$ cat config.mk
export PLATFORM = sky130hd
export DESIGN_NAME = pll_nco_clock_config
export DESIGN_NICKNAME = d
export VERILOG_FILES = /design/src/pll_clock_pkg.sv /design/src/pll_nco_clock_config.sv
export VERILOG_INCLUDE_DIRS = /design/src
export SDC_FILE = /design/constraint.sdc
export NUM_CORES = 1
export LEC_CHECK = 0
export ABC_AREA = 1
export BUFFER_PORTS_ARGS = -buffer_cell sky130_fd_sc_hd__buf_2
export CAP_MARGIN = 20
export CORE_MARGIN = 5
export CORE_UTILIZATION = 30
export DETAILED_ROUTE_END_ITERATION = 7
export PLACE_DENSITY = 0.51
export RECOVER_POWER = 100
export SLEW_MARGIN = 5
export SYNTH_ARGS = -nofsm -noshare
export SYNTH_HDL_FRONTEND = slang
export SYNTH_SLANG_ARGS = --single-unit
$ cat constraint.sdc
create_clock -name i_clk -period 3.87 [get_ports i_clk]
set_input_delay 0.1935 -clock i_clk [delete_from_list [all_inputs] [get_ports i_clk]]
set_output_delay 0.1935 -clock i_clk [all_outputs]
set_load 0.005 [all_outputs]
$ cat src/pll_clock_map.svh
// What this block does
// - prescaler pattern ignored when restart rate zero
// - prescaler register: 3-bit rate, 5-bit divisor
// - 3-bit vco range code picks eight settings
// - 7-bit loop divisor, loop pattern ignored at zero rate
// - 8-bit loop pattern drives feedback nco
// - 2-bit oscillator bias selects crystal bias current
// - 3-bit loop restart rate in bias register
// - new pll settings apply on 0dh write
// - force-vco bit picks crystal or vco clock
// - force-vco cleared by reset, powerdown, frontend off
// - power-off held until clock back on crystal
// - read-only lock flag reports pll lock
// - pll powered with frontend on and no powerdown, and also held on until clock back on crystal
// - crystal clock passes nco prescaler to pll
// - frontend enable low after reset, crystal clock
`ifndef PLL_CLOCK_MAP_SVH
`define PLL_CLOCK_MAP_SVH

// ----------------------------------------------------------------
// register offsets
// ----------------------------------------------------------------
`define OFS_PRESCALER_PATTERN      8'h08
`define OFS_PRESCALER_RATE_DIVISOR 8'h09
`define OFS_PUMP_AND_VCO_RANGE     8'h0a
`define OFS_LOOP_DIVISOR           8'h0b
`define OFS_LOOP_PATTERN           8'h0c
`define OFS_OSC_BIAS_LOOP_RATE     8'h0d
`define OFS_PLL_CLOCK_POWER_LOCK   8'h0e

// ----------------------------------------------------------------
// reset values
// ----------------------------------------------------------------
`define RST_PRESCALER_PATTERN      8'h00
`define RST_PRESCALER_RATE_DIVISOR 8'h0a
`define RST_PUMP_AND_VCO_RANGE     8'h22
`define RST_LOOP_DIVISOR           8'h00
`define RST_LOOP_PATTERN           8'h00
`define RST_OSC_BIAS_LOOP_RATE     8'h48

// ----------------------------------------------------------------
// field positions
// ----------------------------------------------------------------
`define PRATE_MSB    7
`define PRATE_LSB    5
`define PDVSR_MSB    4
`define PDVSR_LSB    0
`define PUMP_MSB     7
`define PUMP_LSB     4
`define PUMP_RSVD    3
`define VCO_MSB      2
`define VCO_LSB      0
`define NDVSR_MSB    6
`define NDVSR_LSB    0
`define BIAS_MSB     7
`define BIAS_LSB     6
`define NRATE_MSB    2
`define NRATE_LSB    0
`define FRC_VCO_BIT  7
`define PWDN_BIT     6
`define LOCK_BIT     5

// ----------------------------------------------------------------
// timing
// ----------------------------------------------------------------
`define CLK_PERIOD_PS 5000
`define DEADTIME_NS   20
`define SETTLE_NS     10000
`define DEAD_CYC  ((`DEADTIME_NS * 1000 + `CLK_PERIOD_PS - 1) / `CLK_PERIOD_PS)
`define SETTLE_CYC ((`SETTLE_NS * 1000 + `CLK_PERIOD_PS - 1) / `CLK_PERIOD_PS)

`endif

$ cat src/pll_clock_pkg.sv
`default_nettype none
package pll_clock_pkg;

   // ----------------------------------------------------------------
   // types
   // ----------------------------------------------------------------
   typedef struct packed {
      logic [7:0] pseq;
      logic [7:0] prate;
      logic [7:0] pump;
      logic [7:0] ndiv;
      logic [7:0] nseq;
      logic [7:0] bias;
   } pll_cfg_t;

   typedef struct packed {
      logic [7:0] cnt;
      logic [2:0] idx;
      logic       out;
   } nco_t;

   typedef enum logic [1:0] {
      SW_XTAL,
      SW_TO_VCO,
      SW_VCO,
      SW_TO_XTAL
   } sw_state_t;

   typedef struct packed {
      logic       wr;
      logic       rd;
      logic [7:0] addr;
      logic [7:0] wdata;
   } reg_req_t;

   typedef struct packed {
      logic [3:0] pump_current;
      logic [2:0] vco_range;
      logic [1:0] osc_bias;
   } analog_ctl_t;

endpackage
`default_nettype wire

$ cat src/pll_nco_clock_config.sv
`timescale 1ns/1ps
`default_nettype none
`include "pll_clock_map.svh"

module pll_nco_clock_config (
   input  wire logic                        i_clk,
   input  wire logic                        i_rst_n,
   input  wire logic                        i_ce,
   input  wire pll_clock_pkg::reg_req_t     i_req,
   input  wire logic                        i_frontend_enable,
   input  wire logic                        i_pll_lock_raw,
   input  wire logic                        i_vco_tick,
   output logic [7:0]                       o_reg_rdata,
   output logic                             o_reg_rvalid,
   output logic                             o_pll_power_on,
   output logic                             o_xtal_clk_en,
   output logic                             o_vco_clk_en,
   output logic                             o_pll_ref_tick,
   output logic                             o_fb_tick,
   output logic                             o_pll_locked_flag,
   output pll_clock_pkg::analog_ctl_t       o_analog
);

   // ----------------------------------------------------------------
   // constants
   // ----------------------------------------------------------------
   localparam logic [3:0]  DEAD_CNT   = 4'(`DEAD_CYC);
   localparam logic [11:0] SETTLE_CNT = 12'(`SETTLE_CYC);

   // switch states under short names, nothing is imported
   localparam pll_clock_pkg::sw_state_t SW_XTAL    = pll_clock_pkg::SW_XTAL;
   localparam pll_clock_pkg::sw_state_t SW_TO_VCO  = pll_clock_pkg::SW_TO_VCO;
   localparam pll_clock_pkg::sw_state_t SW_VCO     = pll_clock_pkg::SW_VCO;
   localparam pll_clock_pkg::sw_state_t SW_TO_XTAL = pll_clock_pkg::SW_TO_XTAL;

   localparam pll_clock_pkg::pll_cfg_t CFG_RST = '{
      pseq:  `RST_PRESCALER_PATTERN,
      prate: `RST_PRESCALER_RATE_DIVISOR,
      pump:  `RST_PUMP_AND_VCO_RANGE,
      ndiv:  `RST_LOOP_DIVISOR,
      nseq:  `RST_LOOP_PATTERN,
      bias:  `RST_OSC_BIAS_LOOP_RATE
   };

   // ----------------------------------------------------------------
   // state
   // ----------------------------------------------------------------
   typedef struct packed {
      pll_clock_pkg::pll_cfg_t    shadow;
      pll_clock_pkg::pll_cfg_t    active;
      logic                       force_vco;
      logic                       pll_powerdown;
      pll_clock_pkg::sw_state_t   sw;
      logic [3:0]                 dead;
      logic [11:0]                settle;
      logic                       locked;
      pll_clock_pkg::nco_t        pre;
      pll_clock_pkg::nco_t        loop;
      logic                       pwr;
      logic                       xtal_en;
      logic                       vco_en;
      logic [7:0]                 rdata;
      logic                       rvalid;
      pll_clock_pkg::analog_ctl_t ana;
   } state_t;

   state_t state_ff;
   state_t nxt_state;

   // ----------------------------------------------------------------
   // nco divider step
   // ----------------------------------------------------------------
   // divides by dvsr, or dvsr+1 where the pattern bit of the current
   // sequence slot is set; the slot index restarts every rate outputs
   function automatic pll_clock_pkg::nco_t nco_step(
      input pll_clock_pkg::nco_t s,
      input logic [6:0]          dvsr,
      input logic [7:0]          pat,
      input logic [2:0]          rate,
      input logic                tick
   );
      pll_clock_pkg::nco_t n;
      logic [7:0]          lim;
      logic                use_pat;
      n       = s;
      n.out   = 1'b0;
      use_pat = (rate != 3'h0);
      lim     = {1'b0, dvsr} + ((use_pat && pat[s.idx]) ? 8'h01 : 8'h00);
      if (tick) begin
         if (8'(s.cnt + 8'h01) >= lim) begin
            n.cnt = 8'h00;
            n.out = 1'b1;
            if (!use_pat || s.idx >= 3'(rate - 3'h1)) begin
               n.idx = 3'h0;
            end else begin
               n.idx = 3'(s.idx + 3'h1);
            end
         end else begin
            n.cnt = 8'(s.cnt + 8'h01);
         end
      end
      return n;
   endfunction

   // ----------------------------------------------------------------
   // next state
   // ----------------------------------------------------------------
   always_comb begin
      logic pll_on_req;
      logic apply;
      logic [7:0] wd;
      pll_on_req = 1'b0;
      apply      = 1'b0;
      wd         = i_req.wdata;
      nxt_state  = state_ff;
      nxt_state.rvalid = 1'b0;

      // register writes: pll settings into the shadow copy, 0eh bits directly
      if (i_req.wr) begin
         case (i_req.addr)
            `OFS_PRESCALER_PATTERN: begin
               nxt_state.shadow.pseq = wd;
            end
            `OFS_PRESCALER_RATE_DIVISOR: begin
               nxt_state.shadow.prate = wd;
            end
            `OFS_PUMP_AND_VCO_RANGE: begin
               nxt_state.shadow.pump = wd;
               nxt_state.shadow.pump[`PUMP_RSVD] = 1'b0;
            end
            `OFS_LOOP_DIVISOR: begin
               nxt_state.shadow.ndiv = {1'b0, wd[`NDVSR_MSB:`NDVSR_LSB]};
            end
            `OFS_LOOP_PATTERN: begin
               nxt_state.shadow.nseq = wd;
            end
            `OFS_OSC_BIAS_LOOP_RATE: begin
               nxt_state.shadow.bias = {wd[`BIAS_MSB:`BIAS_LSB], 3'h0,
                                        wd[`NRATE_MSB:`NRATE_LSB]};
               apply = 1'b1;
            end
            `OFS_PLL_CLOCK_POWER_LOCK: begin
               nxt_state.force_vco     = wd[`FRC_VCO_BIT];
               nxt_state.pll_powerdown = wd[`PWDN_BIT];
            end
            default: begin
            end
         endcase
      end

      // whole configuration takes effect together
      if (apply) begin
         nxt_state.active = nxt_state.shadow;
      end

      // force-vco is cleared while the pll may not run
      if (nxt_state.pll_powerdown || !i_frontend_enable) begin
         nxt_state.force_vco = 1'b0;
      end

      pll_on_req = i_frontend_enable && !nxt_state.pll_powerdown;

      // register reads
      if (i_req.rd) begin
         nxt_state.rvalid = 1'b1;
         case (i_req.addr)
            `OFS_PRESCALER_PATTERN:      nxt_state.rdata = state_ff.shadow.pseq;
            `OFS_PRESCALER_RATE_DIVISOR: nxt_state.rdata = state_ff.shadow.prate;
            `OFS_PUMP_AND_VCO_RANGE:     nxt_state.rdata = state_ff.shadow.pump;
            `OFS_LOOP_DIVISOR:           nxt_state.rdata = state_ff.shadow.ndiv;
            `OFS_LOOP_PATTERN:           nxt_state.rdata = state_ff.shadow.nseq;
            `OFS_OSC_BIAS_LOOP_RATE:     nxt_state.rdata = state_ff.shadow.bias;
            `OFS_PLL_CLOCK_POWER_LOCK: begin
               nxt_state.rdata = 8'h00;
               nxt_state.rdata[`FRC_VCO_BIT] = state_ff.force_vco;
               nxt_state.rdata[`PWDN_BIT]    = state_ff.pll_powerdown;
               nxt_state.rdata[`LOCK_BIT]    = state_ff.locked;
            end
            default: nxt_state.rdata = 8'h00;
         endcase
      end

      // break-before-make clock switch
      case (state_ff.sw)
         SW_XTAL: begin
            nxt_state.xtal_en = 1'b1;
            nxt_state.vco_en  = 1'b0;
            if (state_ff.force_vco && state_ff.pwr && state_ff.locked) begin
               nxt_state.xtal_en = 1'b0;
               nxt_state.dead    = DEAD_CNT;
               nxt_state.sw      = SW_TO_VCO;
            end
         end
         SW_TO_VCO: begin
            nxt_state.xtal_en = 1'b0;
            nxt_state.vco_en  = 1'b0;
            if (!state_ff.force_vco) begin
               nxt_state.dead = DEAD_CNT;
               nxt_state.sw   = SW_TO_XTAL;
            end else if (state_ff.dead <= 4'h1) begin
               nxt_state.vco_en = 1'b1;
               nxt_state.sw     = SW_VCO;
            end else begin
               nxt_state.dead = 4'(state_ff.dead - 4'h1);
            end
         end
         SW_VCO: begin
            nxt_state.xtal_en = 1'b0;
            nxt_state.vco_en  = 1'b1;
            if (!state_ff.force_vco) begin
               nxt_state.vco_en = 1'b0;
               nxt_state.dead   = DEAD_CNT;
               nxt_state.sw     = SW_TO_XTAL;
            end
         end
         SW_TO_XTAL: begin
            nxt_state.xtal_en = 1'b0;
            nxt_state.vco_en  = 1'b0;
            if (state_ff.dead <= 4'h1) begin
               nxt_state.xtal_en = 1'b1;
               nxt_state.sw      = SW_XTAL;
            end else begin
               nxt_state.dead = 4'(state_ff.dead - 4'h1);
            end
         end
         default: begin
            nxt_state.xtal_en = 1'b1;
            nxt_state.vco_en  = 1'b0;
            nxt_state.sw      = SW_XTAL;
         end
      endcase

      // power-off waits until the system clock is back on the crystal
      nxt_state.pwr = pll_on_req || (state_ff.sw != SW_XTAL) ||
                      nxt_state.vco_en;

      // lock qualification: restarts on power-off and on each apply
      if (!state_ff.pwr || !pll_on_req || apply || !i_pll_lock_raw) begin
         nxt_state.locked = 1'b0;
         nxt_state.settle = SETTLE_CNT;
      end else if (state_ff.settle != 12'h000) begin
         nxt_state.settle = 12'(state_ff.settle - 12'h001);
      end else begin
         nxt_state.locked = 1'b1;
      end

      // prescaler nco on the crystal clock makes the pll reference
      nxt_state.pre = nco_step(state_ff.pre,
                               {2'b00, state_ff.active.prate[`PDVSR_MSB:`PDVSR_LSB]},
                               state_ff.active.pseq,
                               state_ff.active.prate[`PRATE_MSB:`PRATE_LSB],
                               state_ff.pwr);
      // feedback nco counts vco ticks
      nxt_state.loop = nco_step(state_ff.loop,
                                state_ff.active.ndiv[`NDVSR_MSB:`NDVSR_LSB],
                                state_ff.active.nseq,
                                state_ff.active.bias[`NRATE_MSB:`NRATE_LSB],
                                state_ff.pwr && i_vco_tick);

      // analog trims from the applied copy
      nxt_state.ana.pump_current = state_ff.active.pump[`PUMP_MSB:`PUMP_LSB];
      nxt_state.ana.vco_range    = state_ff.active.pump[`VCO_MSB:`VCO_LSB];
      nxt_state.ana.osc_bias     = state_ff.active.bias[`BIAS_MSB:`BIAS_LSB];
   end

   // ----------------------------------------------------------------
   // registers
   // ----------------------------------------------------------------
   always_ff @(posedge i_clk or negedge i_rst_n) begin
      if (!i_rst_n) begin
         state_ff.shadow        <= CFG_RST;
         state_ff.active        <= CFG_RST;
         state_ff.force_vco     <= 1'b0;
         state_ff.pll_powerdown <= 1'b0;
         state_ff.sw            <= pll_clock_pkg::SW_XTAL;
         state_ff.dead          <= 4'h0;
         state_ff.settle        <= 12'h000;
         state_ff.locked        <= 1'b0;
         state_ff.pre           <= '0;
         state_ff.loop          <= '0;
         state_ff.pwr           <= 1'b0;
         state_ff.xtal_en       <= 1'b1;
         state_ff.vco_en        <= 1'b0;
         state_ff.rdata         <= 8'h00;
         state_ff.rvalid        <= 1'b0;
         state_ff.ana.pump_current <= 4'h2;
         state_ff.ana.vco_range    <= 3'h2;
         state_ff.ana.osc_bias     <= 2'h1;
      end else if (i_ce) begin
         state_ff <= nxt_state;
      end
   end

   // ----------------------------------------------------------------
   // outputs
   // ----------------------------------------------------------------
   assign o_reg_rdata       = state_ff.rdata;
   assign o_reg_rvalid      = state_ff.rvalid;
   assign o_pll_power_on    = state_ff.pwr;
   assign o_xtal_clk_en     = state_ff.xtal_en;
   assign o_vco_clk_en      = state_ff.vco_en;
   assign o_pll_ref_tick    = state_ff.pre.out;
   assign o_fb_tick         = state_ff.loop.out;
   assign o_pll_locked_flag = state_ff.locked;
   assign o_analog          = state_ff.ana;

endmodule
`default_nettype wire

* After elaboration in Yosys (flattened, before gate mapping) *
Cells that the tools add are included.

storage, ports and cells
  flip-flop bits (word level) = 161
  latch bits = 0
  bits in writable memories = 0
  bits in read-only memories = 0
  bits of input ports = 24
  word-level logic and storage cells = 147
  memories = 0

cells by class
  add/subtract/negate cells = 10
  multipliers = 0
  div/mod/pow operators = 0
  $lt $le $gt $ge = 7
  equal/unequal tests = 15
  shift operators = 0
  mux-type cells = 43
  bitwise logic cells = 0
  reduce and logical (&&, ||, !) cells = 40

operators by type and width
  kind                     number
  $mux W8                  8
  $eq A8 B4 Y1 const B     7
  $pmux W8 S7              1
  $mux W48                 1
  $pmux W6 S4              1
  $mux W6                  3
  $mux W1                  17
  $add A8 B1 Y8 const B    2
  $mux W13                 1
  $mux W12                 1
  $reduce_and A2 Y1        6
  $reduce_and A3 Y1        4
  $reduce_bool A12 Y1      1
  $sub A12 B1 Y12 const B  1
  $add A7 B1 Y8            1
  $ge A8 B6 Y1             1
  $ge A8 B8 Y1             1
  $logic_or A1 B1 Y1       8
  $lt A3 B4 Y1 const B     2
  $mux W2                  4
  $ne A2 B2 Y1 const B     4
  $pmux W2 S4              1
  $reduce_bool A2 Y1       4
  $logic_not A1 Y1         7
  other kinds (16)         28

* Depth between registers and ports, before layout *
Gate-level depths: netlist (run 1).

  depth in word-level cells = 11
  mapped depth = 20

* Worst setup path after synthesis (run 1) *
Ideal clock, no wire load.

  kind = reg-to-reg
  start point = register state_ff[22] (netlist bit)
  end point = register state_ff[22] (netlist bit)
  arrival time = 2.615 ns
  required time = 3.744 ns
  setup slack = 1.129 ns
  cell stages (with the launch flop) = 19
  path buffers = 0
  path through = dfrtp_1 inv_1 nor2_1 o32ai_1 nor2_1 nor2_1 ha_1 ha_1 nand3_1 nor3_1 xnor2_1 ha_1 nand2_1 nor2_1 nand4_1 nand4_1 nand2_1 nand2_1 o21ai_0

on the way
  word-level cells in the longest chain between the ends = 7
  elaborated cells between the ends (all ways) = 11
  those cells by class = add/sub (2); order compare (2); mux (4); reduce/logical (3)

ends and longest elaborated chain
  what                                line                         source
  start: declaration                  pll_nco_clock_config.sv:67   state_t state_ff;
  start signal: assignment            pll_nco_clock_config.sv:290  state_ff <= nxt_state;
  $bmux W1 S3                         pll_nco_clock_config.sv:88   lim = {1'b0, dvsr} + ((use_pat && pat[s.idx]) ? 8'h01 : 8'h00);
  $mux W1 (not written as such)       pll_nco_clock_config.sv:88
  $logic_and A1 B1 Y1                 pll_nco_clock_config.sv:88
  $mux W1                             pll_nco_clock_config.sv:88
  $add A7 B1 Y8                       pll_nco_clock_config.sv:88
  $ge A8 B8 Y1                        pll_nco_clock_config.sv:90   if (8'(s.cnt + 8'h01) >= lim) begin
  $reduce_and A3 Y1 (no source line)  --

Several ways; a longest one is shown, not always the timed one. The select of a mux whose other input is x is not followed.
A chain may end at the register's enable or synchronous reset.

* Worst setup path after layout (run 1) *
  start point = register state_ff[22] (netlist bit)
  end point = register state_ff[24] (netlist bit)

The elaborated chain is that of the path after synthesis.

==> flow_metrics.env, run 1 <==
export IMPL_status="finished, violations left"
export IMPL_violations="max-capacitance violations, max-slew violations"
export IMPL_wire_per_inst_um=13.5
export IMPL_busiest_layer="met2"
export IMPL_finalMaxSlewViolations=167
export IMPL_clkTransAtPathRegs_ps=70
export IMPL_cts_setup_buffers=0
export IMPL_finalHoldViolations=0
export IMPL_die_area_mm2=0.0320
export IMPL_drive_gt1_share_pct=9.40
export IMPL_insertion_delay_ps=420
export IMPL_grt_usage_pct=13.2
export IMPL_grt_util_met1_pct=19.0
export IMPL_die_y_um=179
export IMPL_ys_seq_area_share_pct=45.8
export IMPL_cts_tree="yes"
export IMPL_post_route_period_util_pct=83.4
export IMPL_use_met2_pct=20.1
export IMPL_ys_top_cells_by_count="nand2_1, dfrtp_1, inv_1"
export IMPL_yosysTopAreaCellShare_pct=41.2
export IMPL_rows=61
export IMPL_endpoint_kind="flop"
export IMPL_placed_area_mm2=0.00901
export IMPL_synth_edff_count=0
export IMPL_antenna_left=0
export IMPL_grt_antenna_before_repair=0
export IMPL_synth_most_common_cell="nand2_1"
export IMPL_final_setup_tns_ps=0
export IMPL_path_class="flop to flop"
export IMPL_use_met3_pct=2.91
export IMPL_grt_pass1_vias=6510
export IMPL_dp_hpwl_mm=14.5
export IMPL_min_period_ps=3230
export IMPL_syn_mean_instance_area_um2=7.96
export IMPL_arrival_ps=3560
export IMPL_start_kind="flop"
export IMPL_cts_buffers=17
export IMPL_place_gp_congestion=0.819
export IMPL_synth_seq_cells=156
export IMPL_grt_max_degree=87
export IMPL_async_reset_ff_share_pct=100
export IMPL_syn_inst=1077
export IMPL_worstPathRequired_ps=4210
export IMPL_ys_flop_type="dfrtp_1"
export IMPL_die_w_um=179
export IMPL_worstMarginPinSlew_ps=2220
export IMPL_drt_iter0_drc=447
export IMPL_postCtsHoldBufs=1
export IMPL_leakage_nw=4.68
export IMPL_synthTopCellsByArea="dfrtp_1, nand2_1, ha_1, inv_1, o21ai_0"
export IMPL_power_density_mw_per_mm2=479
export IMPL_port_buffers=47
export IMPL_power_mw=4.56
export IMPL_post_synth_instance_area_mm2=0.00857
export IMPL_drc=0
export IMPL_grt_overflow=0
export IMPL_grt_setup_unrepaired="no"
export IMPL_firstDrtPassIters=6
export IMPL_root_buffer="clkbuf_16"
export IMPL_grt_pass1_wl_mm=33.7
export IMPL_cts_sinks=156
export IMPL_core_mm2=0.0280
export IMPL_worstHoldPathType="primary input to flop"
export IMPL_ir_worst_vdd_mv=0.265
export IMPL_ios=48
export IMPL_final_net_count=1168
export IMPL_yosys_area_top_type="dfrtp_1"
export IMPL_cts_path_max_buffers=2
export IMPL_relSlewSlack_pct=-48.3
export IMPL_cts_repair_resized=0
export IMPL_path_max_fanout=8
export IMPL_wl_mm=20.2
export IMPL_fin_skew_ps=11.6
export IMPL_synth_fp_nets=1141
export IMPL_start_util_pct=30.6
export IMPL_ys_types=42
export IMPL_vias_per_cell=4.50
export IMPL_syn_to_final_growth_pct=11.0
export IMPL_maxCapViolations=2
export IMPL_via_count=6722
export IMPL_setup_violations=0
export IMPL_yosysWarnings=0
export IMPL_clock_fmax_mhz=310
export IMPL_htree_levels=4
export IMPL_final_area_mm2=0.00951
export IMPL_num_antenna_cells=0
==> cell type report <==
class | count | area [um^2]
clock buffers | 18 | 439
clock inverters | 14 | 138
fillers | 2980 | 18500
inverters | 127 | 477
multi-input cells | 748 | 3810
flip-flops and latches | 156 | 3920
well taps | 378 | 473
repair buffers | 54 | 250
==> cells by family after synthesis <==
kind of cell	after synthesis	synth area share, %
simple gates	477	23.1
compound gates	199	12.8
buf+inv	173	9.17
flops	156	45.8
fa+ha+maj	40	5.84
xor+xnor	30	3.07
mux	2	0.234
==> worst max-delay path, stage by stage (launching register included) <==
cell and delay [ps]:
dfrtp_1 450, inv_1 140, nor2_1 50, o32ai_1 220
nor2_1 60, nor2_1 110, ha_1 180, nand3_1 110
nor3b_1 320, xor2_1 190, ha_1 260, a21oi_1 160
nor2_1 60, nor2_1 90, nand4_1 290, nand2_1 280
nand2_1 70, o21ai_0 80
==> cells in the final DEF (no fill, tap or decap), types with 4 or more instances in the layout <==
| master | Yosys | routed |
|---|---|---|
| a21oi_1 | 21 | 21 |
| buf_2 | 7 | 28 |
| clkbuf_1 | 12 | 20 |
| clkbuf_16 | 0 | 17 |
| clkbuf_2 | 0 | 5 |
| clkinv_4 | 0 | 5 |
| clkinvlp_4 | 0 | 4 |
| dfrtp_1 | 141 | 141 |
| dfstp_2 | 15 | 13 |
| ha_1 | 40 | 40 |
| inv_1 | 123 | 125 |
| nand2_1 | 317 | 319 |
| nand2_2 | 7 | 6 |
| nand3_1 | 42 | 44 |
| nand4_1 | 7 | 7 |
| nor2_1 | 78 | 79 |
| nor2_2 | 6 | 5 |
| nor3_1 | 5 | 6 |
| o21ai_0 | 89 | 127 |
| o21ai_1 | 47 | 14 |
| o21ai_2 | 13 | 8 |
| o22ai_1 | 16 | 16 |
| or2_2 | 4 | 4 |
| xnor2_1 | 10 | 10 |
| xor2_1 | 20 | 20 |
==> registers in the layout, indices dropped and copies added (netlist names), named ones only <==
signal	flops
state_ff	119
nxt_state	9
o_analog	9
o_reg_rdata	8
o_fb_tick	1
o_pll_locked_flag	1
o_pll_power_on	1
o_pll_ref_tick	1
o_reg_rvalid	1
o_vco_clk_en	1
o_xtal_clk_en	1
==> per-layer routing <==
metal / part of all wire, % / routed length [um]
met1: 52 / 10400
met2: 44 / 8820
met3: 3.2 / 650
met4: 1.5 / 293
met5: 0 / 0
==> final timing paths <==
path | startpoint | to | slack, ps | cells past startpoint
min in group asynchronous | i_rst_n | state_ff[124]$_DFFE_PN0P_ | 940 | 2
worst max-delay path | state_ff[22]$_DFFE_PN0P_ | state_ff[24]$_DFFE_PN0P_ | 640 | 17
worst max register to register | state_ff[22]$_DFFE_PN0P_ | state_ff[24]$_DFFE_PN0P_ | 640 | 17
worst min-delay path | i_req[5] | state_ff[143]$_DFFE_PN1P_ | 100 | 3
max in group asynchronous | i_rst_n | o_analog[7]$_DFFE_PN0P_ | 940 | 3
worst min register to register | flop | flop | 440 | 2
==> where the power goes <==
part	total (mW)	switching (mW)	internal, mW
Combinational	0.978	0.623	0.355
Clock	1.64	0.729	0.915
Sequential	1.93	0.132	1.80
Total	4.56	1.48	3.07
==> per-stage QoR <==
stage	instances	setup WS, ps	util, %	hold WS [ps]
2_1_floorplan	1077	1130	-	-102
3_3_place_gp	1461	667	32.2	320
3_5_place_dp	1461	598	32.2	320
4_1_cts	1494	577	34.3	74.6
5_1_grt	1495	246	33.9	85.7
6_report	1495	643	33.9	95.9
(Power assumes the default switching activity.)
==> run 2: changes to the inputs <==
--- a/config.mk
+++ b/config.mk
@@ -6,13 +6,13 @@
 export SDC_FILE = /design/constraint.sdc
 export NUM_CORES = 1
 export LEC_CHECK = 0
-export ABC_AREA = 1
+export ABC_AREA = 0
 export BUFFER_PORTS_ARGS = -buffer_cell sky130_fd_sc_hd__buf_2
 export CAP_MARGIN = 20
 export CORE_MARGIN = 5
 export CORE_UTILIZATION = 30
 export DETAILED_ROUTE_END_ITERATION = 7
-export PLACE_DENSITY = 0.51
+export PLACE_DENSITY = 0.53
 export RECOVER_POWER = 100
 export SLEW_MARGIN = 5
 export SYNTH_ARGS = -nofsm -noshare
==> constraint.sdc (replaced) <==
create_clock -name i_clk -period 2.8 [get_ports i_clk]
set_input_delay 0.14 -clock i_clk [delete_from_list [all_inputs] [get_ports i_clk]]
set_output_delay 0.14 -clock i_clk [all_outputs]
set_load 0.005 [all_outputs]
==> run 2 against run 1 <==
  * Global-route usage up 0.52 points
  * Clock power up 46%
  * Synthesized cell count down 24%
  * Worst hold slack better by 6.4 ps
  * Critical path type unchanged
  * The flow finishes with violations (max-capacitance violations, negative setup slack)
  * Sequential share of layout area down 2.1 points
  * Flip-flop and latch count unchanged
  * Largest power group unchanged
  * Register-to-register slack worse by 990 ps
  * Wire length up 4.0%
  * Highest routed layer is now met5
==> flow_metrics.env, run 2 <==
export IMPL_status="finished, violations left"
export IMPL_violations="max-capacitance violations, negative setup slack"
export IMPL_yosysWarnings=0
export IMPL_min_period_ps=3150
export IMPL_rr_worst_depth=14
export IMPL_final_setup_tns_ps=-4840
export IMPL_root_buffer="clkbuf_16"
export IMPL_synthTopCellsByArea="dfrtp_1, mux2_2, ha_1, nand2_1, mux2i_1"
export IMPL_ys_seq_area_share_pct=46.1
export IMPL_die_y_um=178
export IMPL_drc=0
export IMPL_syn_inst=821
export IMPL_top_register="state_ff"
export IMPL_cts_tree="yes"
export IMPL_maxCapViolations=1
export IMPL_via_count=6155
export IMPL_antenna_left=0
export IMPL_leakage_nw=4.38
export IMPL_layout_commonest_cell="dfrtp_1"
export IMPL_ys_types=73
export IMPL_path_max_fanout=5
export IMPL_r2r_end="state_ff[22]$_DFFE_PN0P_"
export IMPL_grt_antenna_before_repair=2
export IMPL_dp_hpwl_mm=15.2
export IMPL_grt_pass1_wl_mm=34.4
export IMPL_arrival_ps=3450
export IMPL_ys_flop_type="dfrtp_1"
export IMPL_ir_worst_vdd_mv=0.428
export IMPL_syn_mean_instance_area_um2=10.4
export IMPL_ys_top_cells_by_count="dfrtp_1, nand2_1, o21ai_0"
export IMPL_clock_fmax_mhz=317
export IMPL_async_reset_ff_share_pct=100
export IMPL_start_kind="flop"
export IMPL_drt_iter0_drc=263
export IMPL_grt_usage_pct=13.7
export IMPL_synth_seq_cells=156
export IMPL_hold_path_depth=3
export IMPL_num_antenna_cells=0
export IMPL_whs_ps=102
export IMPL_pre_cts_slack_ps=-403
export IMPL_core_mm2=0.0279
export IMPL_start_util_pct=30.5
export IMPL_cts_buffers=17
export IMPL_die_w_um=178
export IMPL_die_area_mm2=0.0318
export IMPL_firstDrtPassIters=4
export IMPL_insertion_delay_ps=430
export IMPL_port_buffers=47
export IMPL_cts_sinks=156
export IMPL_place_gp_congestion=0.771
export IMPL_wire_per_inst_um=16.5
export IMPL_synth_most_common_cell="dfrtp_1"
export IMPL_drive_gt1_share_pct=24.6
export IMPL_relSlewSlack_pct=0.754
export IMPL_finalHoldViolations=0
export IMPL_timing_rr_start="state_ff[22]$_DFFE_PN0P_"
export IMPL_worstPathRequired_ps=3100
export IMPL_htree_levels=4
export IMPL_worstMarginPinSlew_ps=1490
export IMPL_yosysTopAreaCellShare_pct=41.5
export IMPL_worstHoldPathType="primary input to flop"
export IMPL_setup_violations=22
export IMPL_post_route_period_util_pct=113
export IMPL_final_util_pct=35.9
export IMPL_syn_to_final_growth_pct=17.6
export IMPL_hold_path_startpoint="i_req[0]"
export IMPL_grt_overflow=0
export IMPL_worst_slack_ps=-350
export IMPL_grt_pass1_vias=6294
export IMPL_hold_end="state_ff[114]$_DFFE_PN0P_"
export IMPL_clkTransAtPathRegs_ps=70
export IMPL_ios=48
export IMPL_power_density_mw_per_mm2=614
export IMPL_power_mw=6.14
export IMPL_grt_setup_unrepaired="yes"
export IMPL_largest_reg_flops=119
export IMPL_wl_mm=21.0
export IMPL_path_class="flop to flop"
export IMPL_endpoint_kind="flop"
export IMPL_grt_max_degree=56
export IMPL_synth_edff_count=0
export IMPL_mostFrequentLayoutCells="dfrtp_1, nand2_1, o21ai_0"
export IMPL_cts_path_max_buffers=2
export IMPL_fin_skew_ps=11.4
export IMPL_finalMaxSlewViolations=0
export IMPL_final_net_count=943
export IMPL_yosys_area_top_type="dfrtp_1"
export IMPL_post_synth_instance_area_mm2=0.00851
export IMPL_rows=61
export IMPL_synth_fp_nets=885
export IMPL_vias_per_cell=4.85
export IMPL_r2r_setup_slack_ps=-350
## run 2: per-stage QoR
step,cell area [um^2],std cells
floorplan,8580,821
global placement,9380,1234
detailed placement,9380,1234
CTS,10100,1269
global route,10000,1270
finish,10000,1270
## run 2: worst max-delay path by stage
stage,slack (ps),start,depth (start not counted),end
3_3_place_gp,-320,state_ff[22]$_DFFE_PN0P_,14,state_ff[22]$_DFFE_PN0P_
5_1_grt,-510,state_ff[22]$_DFFE_PN0P_,14,state_ff[23]$_DFFE_PN0P_
3_5_place_dp,-400,state_ff[22]$_DFFE_PN0P_,14,state_ff[23]$_DFFE_PN0P_
2_1_floorplan,-200,state_ff[22]$_DFFE_PN0P_,14,state_ff[22]$_DFFE_PN0P_
6_report,-350,state_ff[22]$_DFFE_PN0P_,14,state_ff[22]$_DFFE_PN0P_
4_1_cts,-380,state_ff[22]$_DFFE_PN0P_,14,state_ff[23]$_DFFE_PN0P_
## run 2: per-layer routing
layer	vias to the layer above	wire, um	GRT usage [%]
met1	3041	10100	19.6
met4	4	307	3.84
met3	22	1130	3.03
met2	91	9390	21.0
li1	2997	-	-
met5	-	27	0
## run 2: worst max-delay path, stage by stage, from the launching register on
cell      delay (ps)
dfrtp_2          400
mux4_2           510
mux2i_1          130
nor2_1            80
ha_2             220
ha_4             160
nand2_2           60
nor2_2            40
xnor2_1          120
ha_1             310
a21o_1           160
a221o_1          390
and2_4           180
o211ai_1         170
o31ai_1           90
## run 2: kinds of logic (layout without fill, tap and decap cells)
group | Yosys count | after routing | synth area share, %
flops | 156 | 156 | 46.1
xor+xnor | 21 | 21 | 2.16
simple gates | 261 | 261 | 14.7
buf+inv | 87 | 158 | 5.00
mux | 109 | 109 | 14.8
compound gates | 147 | 147 | 11.3
fa+ha+maj | 40 | 40 | 5.88
## run 2: timing repair
item                                    4_1_cts  5_1_grt
pin swaps                                    15       14
endpoints found under the setup margin       22       22
resized for setup                            29       11
endpoints found under the hold margin        48        0
setup buffers                                 2        2
hold buffers                                  1        0
## run 2: final cells by class
type                    instances  area, um^2
fillers                      2815       17800
multi-input cells             578        4340
flip-flops and latches        156        3920
repair buffers                 95         549
well taps                     378         473
clock buffers                  22         464
clock inverters                10         140
inverters                      31         116
## run 2: report_power, final
part           switching [mW]  internal (mW)
logic                   0.657          0.548
registers               0.149           2.40
clock network           0.943           1.45
